[src/shift_register_pkg.sv]
// Shared constants for the four-stage universal shift register
package shift_register_pkg;
    localparam int STAGE_COUNT = 4;
    localparam int SNAPSHOT_DEPTH = 16;
    localparam logic [3:0] STAGES_CLEARED = 4'h0;
    localparam logic SNAP_IDLE = 1'h0;
    localparam logic DROP_NONE = 1'h0;
    typedef enum logic {MODE_LOAD, MODE_SHIFT} mode_t;
    typedef enum logic [1:0] {
        JK_CLEAR,
        JK_HOLD,
        JK_TOGGLE,
        JK_SET
    } jk_action_t;
endpackage

[src/stream_if.sv]
// Valid/ready stream carrying register snapshots
`timescale 1ns/1ps
interface stream_if #(parameter int WIDTH = 4);
    logic valid;
    logic ready;
    logic [WIDTH-1:0] data;
    modport source (output valid, output data, input ready);
    modport sink (input valid, input data, output ready);
endinterface

[src/snapshot_fifo.sv]
// Snapshot FIFO with registered flags
`timescale 1ns/1ps
module snapshot_fifo #(
    parameter int WIDTH = 4,
    parameter int DEPTH = 16
) (
    input wire logic clk,
    input wire logic rst_n,
    stream_if.sink push,
    stream_if.source pop
);
    localparam int AW = $clog2(DEPTH);

    if (DEPTH < 2 || (1 << AW) != DEPTH) begin : g_depth_check
        $error("snapshot_fifo depth must be a power of two, at least 2");
    end

    logic [WIDTH-1:0] mem [DEPTH];
    logic [AW-1:0] wr_ptr;
    logic [AW-1:0] rd_ptr;
    logic [AW:0] count;
    logic [AW:0] next_count;
    logic do_push;
    logic do_pop;

    assign do_push = push.valid && push.ready;
    assign do_pop = pop.valid && pop.ready;
    assign pop.data = mem[rd_ptr];

    always_comb begin
        next_count = count + {{AW{1'b0}}, do_push} - {{AW{1'b0}}, do_pop};
    end

    always_ff @(posedge clk) begin
        if (do_push) begin
            mem[wr_ptr] <= push.data;
        end
    end

    always_ff @(posedge clk) begin
        if (!rst_n) begin
            wr_ptr <= '0;
            rd_ptr <= '0;
            count <= '0;
        end else begin
            wr_ptr <= wr_ptr + AW'(do_push);
            rd_ptr <= rd_ptr + AW'(do_pop);
            count <= next_count;
        end
    end

    // Flags registered so the top outputs come from flops
    always_ff @(posedge clk) begin
        if (!rst_n) begin
            push.ready <= 1'b1;
            pop.valid <= 1'b0;
        end else begin
            push.ready <= next_count != (AW + 1)'(DEPTH);
            pop.valid <= next_count != '0;
        end
    end
endmodule

[src/universal_shift_register.sv]
// Four-stage universal shift register with snapshot stream
`timescale 1ns/1ps
module universal_shift_register
    import shift_register_pkg::*;
#(
    parameter int FIFO_DEPTH = SNAPSHOT_DEPTH
) (
    input wire logic clk,
    input wire logic rst_n,
    input wire logic clear_all_n,
    input wire logic load_select_n,
    input wire logic serial_set_in,
    input wire logic serial_clear_n_in,
    input wire logic [STAGE_COUNT-1:0] load_word_in,
    output logic [STAGE_COUNT-1:0] stage_out,
    output logic last_stage_inverted,
    output logic snap_out_valid,
    input wire logic snap_out_ready,
    output logic [STAGE_COUNT-1:0] snap_out_data,
    output logic snap_in_ready,
    output logic snap_dropped
);
    if (STAGE_COUNT != 4 || FIFO_DEPTH < 2) begin : g_param_check
        $error("universal_shift_register needs four stages, depth >= 2");
    end
    // Pointer wrap in the FIFO relies on a power-of-two depth
    if ((FIFO_DEPTH & (FIFO_DEPTH - 1)) != 0) begin : g_pow2_check
        $error("universal_shift_register depth must be a power of two");
    end

    // ------------------------------------------------------------
    // Next-state selection
    // ------------------------------------------------------------
    mode_t mode;
    jk_action_t jk_action;
    logic next_first;
    logic [STAGE_COUNT-1:0] next_stage;

    assign mode = load_select_n ? MODE_SHIFT : MODE_LOAD;
    assign jk_action = jk_action_t'({serial_set_in, serial_clear_n_in});

    always_comb begin
        case (jk_action)
            JK_CLEAR: next_first = 1'b0;
            JK_HOLD: next_first = stage_out[0];
            JK_TOGGLE: next_first = ~stage_out[0];
            default: next_first = 1'b1;
        endcase
    end

    always_comb begin
        case (mode)
            MODE_SHIFT: begin
                next_stage = {stage_out[STAGE_COUNT-2:0], next_first};
            end
            default: begin
                next_stage = load_word_in;
            end
        endcase
    end

    // ------------------------------------------------------------
    // Stage flops
    // ------------------------------------------------------------
    // No rst_n branch: stages stay unknown until cleared or loaded
    always_ff @(posedge clk or negedge clear_all_n) begin
        if (!clear_all_n) begin
            stage_out <= STAGES_CLEARED;
            last_stage_inverted <= ~STAGES_CLEARED[STAGE_COUNT-1];
        end else begin
            stage_out <= next_stage;
            last_stage_inverted <= ~next_stage[STAGE_COUNT-1];
        end
    end

    // ------------------------------------------------------------
    // Snapshot stream
    // ------------------------------------------------------------
    stream_if #(.WIDTH(STAGE_COUNT)) fill_if ();
    stream_if #(.WIDTH(STAGE_COUNT)) drain_if ();

    // Push each new stage word after an edge that changed it
    always_ff @(posedge clk) begin
        if (!rst_n) begin
            fill_if.valid <= SNAP_IDLE;
            fill_if.data <= STAGES_CLEARED;
        end else begin
            // No snapshot while the clear holds the stages low
            fill_if.valid <= clear_all_n && next_stage != stage_out;
            fill_if.data <= next_stage;
        end
    end

    // Snapshot lost when the FIFO was full
    always_ff @(posedge clk) begin
        if (!rst_n) begin
            snap_dropped <= DROP_NONE;
        end else begin
            snap_dropped <= fill_if.valid && !fill_if.ready;
        end
    end

    snapshot_fifo #(
        .WIDTH(STAGE_COUNT),
        .DEPTH(FIFO_DEPTH)
    ) u_fifo (
        .clk(clk),
        .rst_n(rst_n),
        .push(fill_if.sink),
        .pop(drain_if.source)
    );

    assign drain_if.ready = snap_out_ready;
    assign snap_out_valid = drain_if.valid;
    assign snap_out_data = drain_if.data;
    assign snap_in_ready = fill_if.ready;
endmodule

[config.mk]
export PLATFORM = sky130hd
export DESIGN_NAME = universal_shift_register
export DESIGN_NICKNAME = d
export VERILOG_FILES = /design/src/shift_register_pkg.sv /design/src/stream_if.sv /design/src/snapshot_fifo.sv /design/src/universal_shift_register.sv
export SDC_FILE = /design/constraint.sdc
export NUM_CORES = 1
export LEC_CHECK = 0
export BUFFER_PORTS_ARGS = -buffer_cell sky130_fd_sc_hd__buf_2
export CORE_AREA = 3 3 116 130
export CTS_CLUSTER_DIAMETER = 80
export CTS_CLUSTER_SIZE = 8
export DETAILED_ROUTE_END_ITERATION = 8
export DIE_AREA = 0 0 119 133
export SYNTH_ARGS = -nofsm -noshare
export SYNTH_HDL_FRONTEND = slang
export SYNTH_HIERARCHICAL = 1
export SYNTH_SLANG_ARGS = --single-unit
[constraint.sdc]
create_clock -name clk -period 2.63 [get_ports clk]
set_input_delay 0.1315 -clock clk [delete_from_list [all_inputs] [get_ports clk]]
set_output_delay 0.1315 -clock clk [all_outputs]
set_load 0.01 [all_outputs]
==> results_dict.tcl <==
set metrics [dict create \
    pre_cts_ws_ns 0.474 \
    cp.buffers_inverters 2 \
    leakagePower_nw 1.56 \
    worst_pin_slew_ns 0.720 \
    synth-main-ff-cell "edfxtp_1" \
    critPathArrivalTime_ns 2.13 \
    cp.required_ns 2.50 \
    grt_pass1_wl_um 10500 \
    synth_nets 245 \
    final_cell_mix "edfxtp_1 (64), buf_2 (22), dfxtp_1 (21)" \
    synth.top_cell.area_share 0.518 \
    portBuffers 22 \
    numClockSinks 90 \
    max_stage_delay_ns 0.58 \
    layout-drive-gt1-share 0.176 \
    grt_max_degree 22 \
    clock_skew_ns 0.00724 \
    hold_violations 0 \
    setup_slack_ns 0.368 \
    finalNetCount 276 \
    drt-initial-drc-count 77 \
    area_growth_pct 16.6 \
    cts-resized-gates 0 \
    synth_cells 226 \
    cp_slowest_cell "mux4_1" \
    synth-adder-area-share 0.0290 \
    ios 23 \
    async_flop_share 0.0556 \
    grt_overflow_total 0 \
    firstDrtPassIters 4 \
    layoutNonFillerInstCount 450 \
    ir_drop_uv 489 \
    coreArea_mm2 0.0138 \
    setup-tns-final_ns 0 \
    synth-simple-area-share 0.0920 \
    synth_compound_area_frac 0.0313 \
    synth_edf_count 64 \
    end_kind "output port" \
    final_common_cell "edfxtp_1" \
    gp_congestion 0.739 \
    cp_max_fo 8 \
    seq_area_frac_synth 0.665 \
    ys_ff_latch 90 \
    status "finished clean" \
    vias 1905 \
    finalCriticalPeriod_ns 2.26 \
    synth_area_leaders "edfxtp_1 (52%), dfxtp_1 (11%), mux4_1 (11%)" \
    cts_tree "yes" \
    die_h_um 133 \
    n_antenna_cell 0 \
    rsz0062_at_grt "no" \
    synthMuxAreaShare 0.134 \
    post-cts-setup-buffer-count 0 \
    synth_top_family_by_area "multiplexers" \
    criticalPathCategory "flip-flop to output port" \
    setup-violations-final 0 \
    maxSlewViolCount 0 \
    drv_cap 0 \
    syn_avg_cell_area_um2 16.4 \
    slew_headroom 0.519 \
    cts-buffers-inserted 9 \
    drc 0 \
    synth.distinct_cells 37 \
    placed_cells_incl_taps 433 \
    cts_buffer_depth 2 \
    synthXorXnorAreaFrac 0.0283 \
    insertion_delay_ns 0.33 \
    fmax_mhz 442 \
    routed_wl_um 6360 \
    place_hpwl_um 4450 \
    fp-row-count 45 \
    start_util 0.269 \
    min_path_type "input pin to flip-flop" \
    syn_area_mm2 0.00371 \
    ctsHtreeMaxLevel 3 \
    p_per_area_mw_per_mm2 820 \
    reg2reg_slack_ns 0.46 \
    hold_buffers 1 \
    ys_warn_count 6 \
    clkTransAtPathRegs_ns 0.06 \
    die_x_um 119 \
    worstPathCellList "buf_4, mux4_1, a22oi_1, nand2_1, buf_2" \
    final_antenna_net_count 0 \
    antenna_found_initial 0 \
    whs_ns 0.0309 \
    grt_pass1_vias 2045 \
    grt_use_total 0.0866 \
    worstSetupStartpointType "flip-flop" \
    die_area_mm2 0.0158 \
    crit_family "multiplexers" \
    synth_area_leader_cell "edfxtp_1" \
    ctsRootBufferMaster "clkbuf_16" \
    wl_per_cell_um 14.1 \
    avgViaCountPerCell 4.23 \
    finalCritPeriodShare 0.860 \
]
synthesized netlist by cell type, drive strengths merged, types with 4 or more instances:
cell type,instances
xnor2,8
nand2,11
and2,16
xor2,4
ha,7
nor2,15
buf,4
mux4,16
dfxtp,21
edfxtp,64
dfrtp,4
nor3,4
mux2i,5
nand3,6
inv,6
a22oi,8
final cells by class:
class,instances,area (um^2)
Clock buffer,10,229
Clock inverter,6,66.3
Fill cell,1353,9460
Inverter,6,22.5
Multi-Input combinational cell,124,1170
Sequential cell,90,2470
Tap cell,188,235
Timing Repair Buffer,26,143
cells by family (layout without fill, tap and decap cells):
| kind of cell | after synthesis | after routing |
|---|---|---|
| adder cells (fa/ha/maj) | 8 | 8 |
| XOR/XNOR | 12 | 12 |
| buffers and inverters | 12 | 48 |
| AND/OR/NAND/NOR | 65 | 65 |
| AO/OA/AOI/OAI | 16 | 16 |
| multiplexers | 23 | 23 |
| flip-flops | 90 | 90 |
where the power goes:
part           internal (mW)  switching (mW)  total [mW]
combinational          0.323           0.283       0.606
clock                  0.737           0.511        1.25
sequential              1.61          0.0888        1.70
total                   2.67           0.882        3.55
layer usage:
layer  up-vias  routed length [um]  global-route usage
met4         0                 130              0.0406
met3        11                 213              0.0227
li1        931                   -                   -
met1       927                2890               0.103
met5         -                   0                   0
met2        36                3130               0.146
metrics by stage:
step,area [um^2],power [mW],util
5_1_grt,4330,3.74,0.314
3_3_place_gp,4030,2.33,0.292
2_1_floorplan,3710,2.19,-
3_5_place_dp,4030,2.34,0.292
6_report,4330,3.55,0.314
4_1_cts,4330,3.60,0.314
flip-flops by register name, summed over array words and instances, names as in the netlist:
signal and cells:
snap_dropped 1, fill_if.valid 1, last_stage_inverted 1, u_fifo/wr_ptr 4, u_fifo/push.ready 1, fill_if.data 4, u_fifo/mem 64, u_fifo/count 5
u_fifo/pop.valid 1, stage_out 4, u_fifo/rd_ptr 4
path summary, 6_finish.rpt:
| path | start | end | depth (start not counted) |
|---|---|---|---|
| hold / removal | load_word_in[3] | last_stage_inverted | 2 |
| setup reg to reg | u_fifo/push.ready | u_fifo/pop.valid | 8 |
| setup / recovery | u_fifo/rd_ptr[0] | snap_out_data[2] | 5 |
| hold reg to reg | fill_if.valid | snap_dropped | 1 |
| min in group asynchronous | clear_all_n | stage_out[1] | 2 |
| max in group asynchronous | clear_all_n | last_stage_inverted | 2 |
No activity file was read; power rests on OpenSTA's default activity.
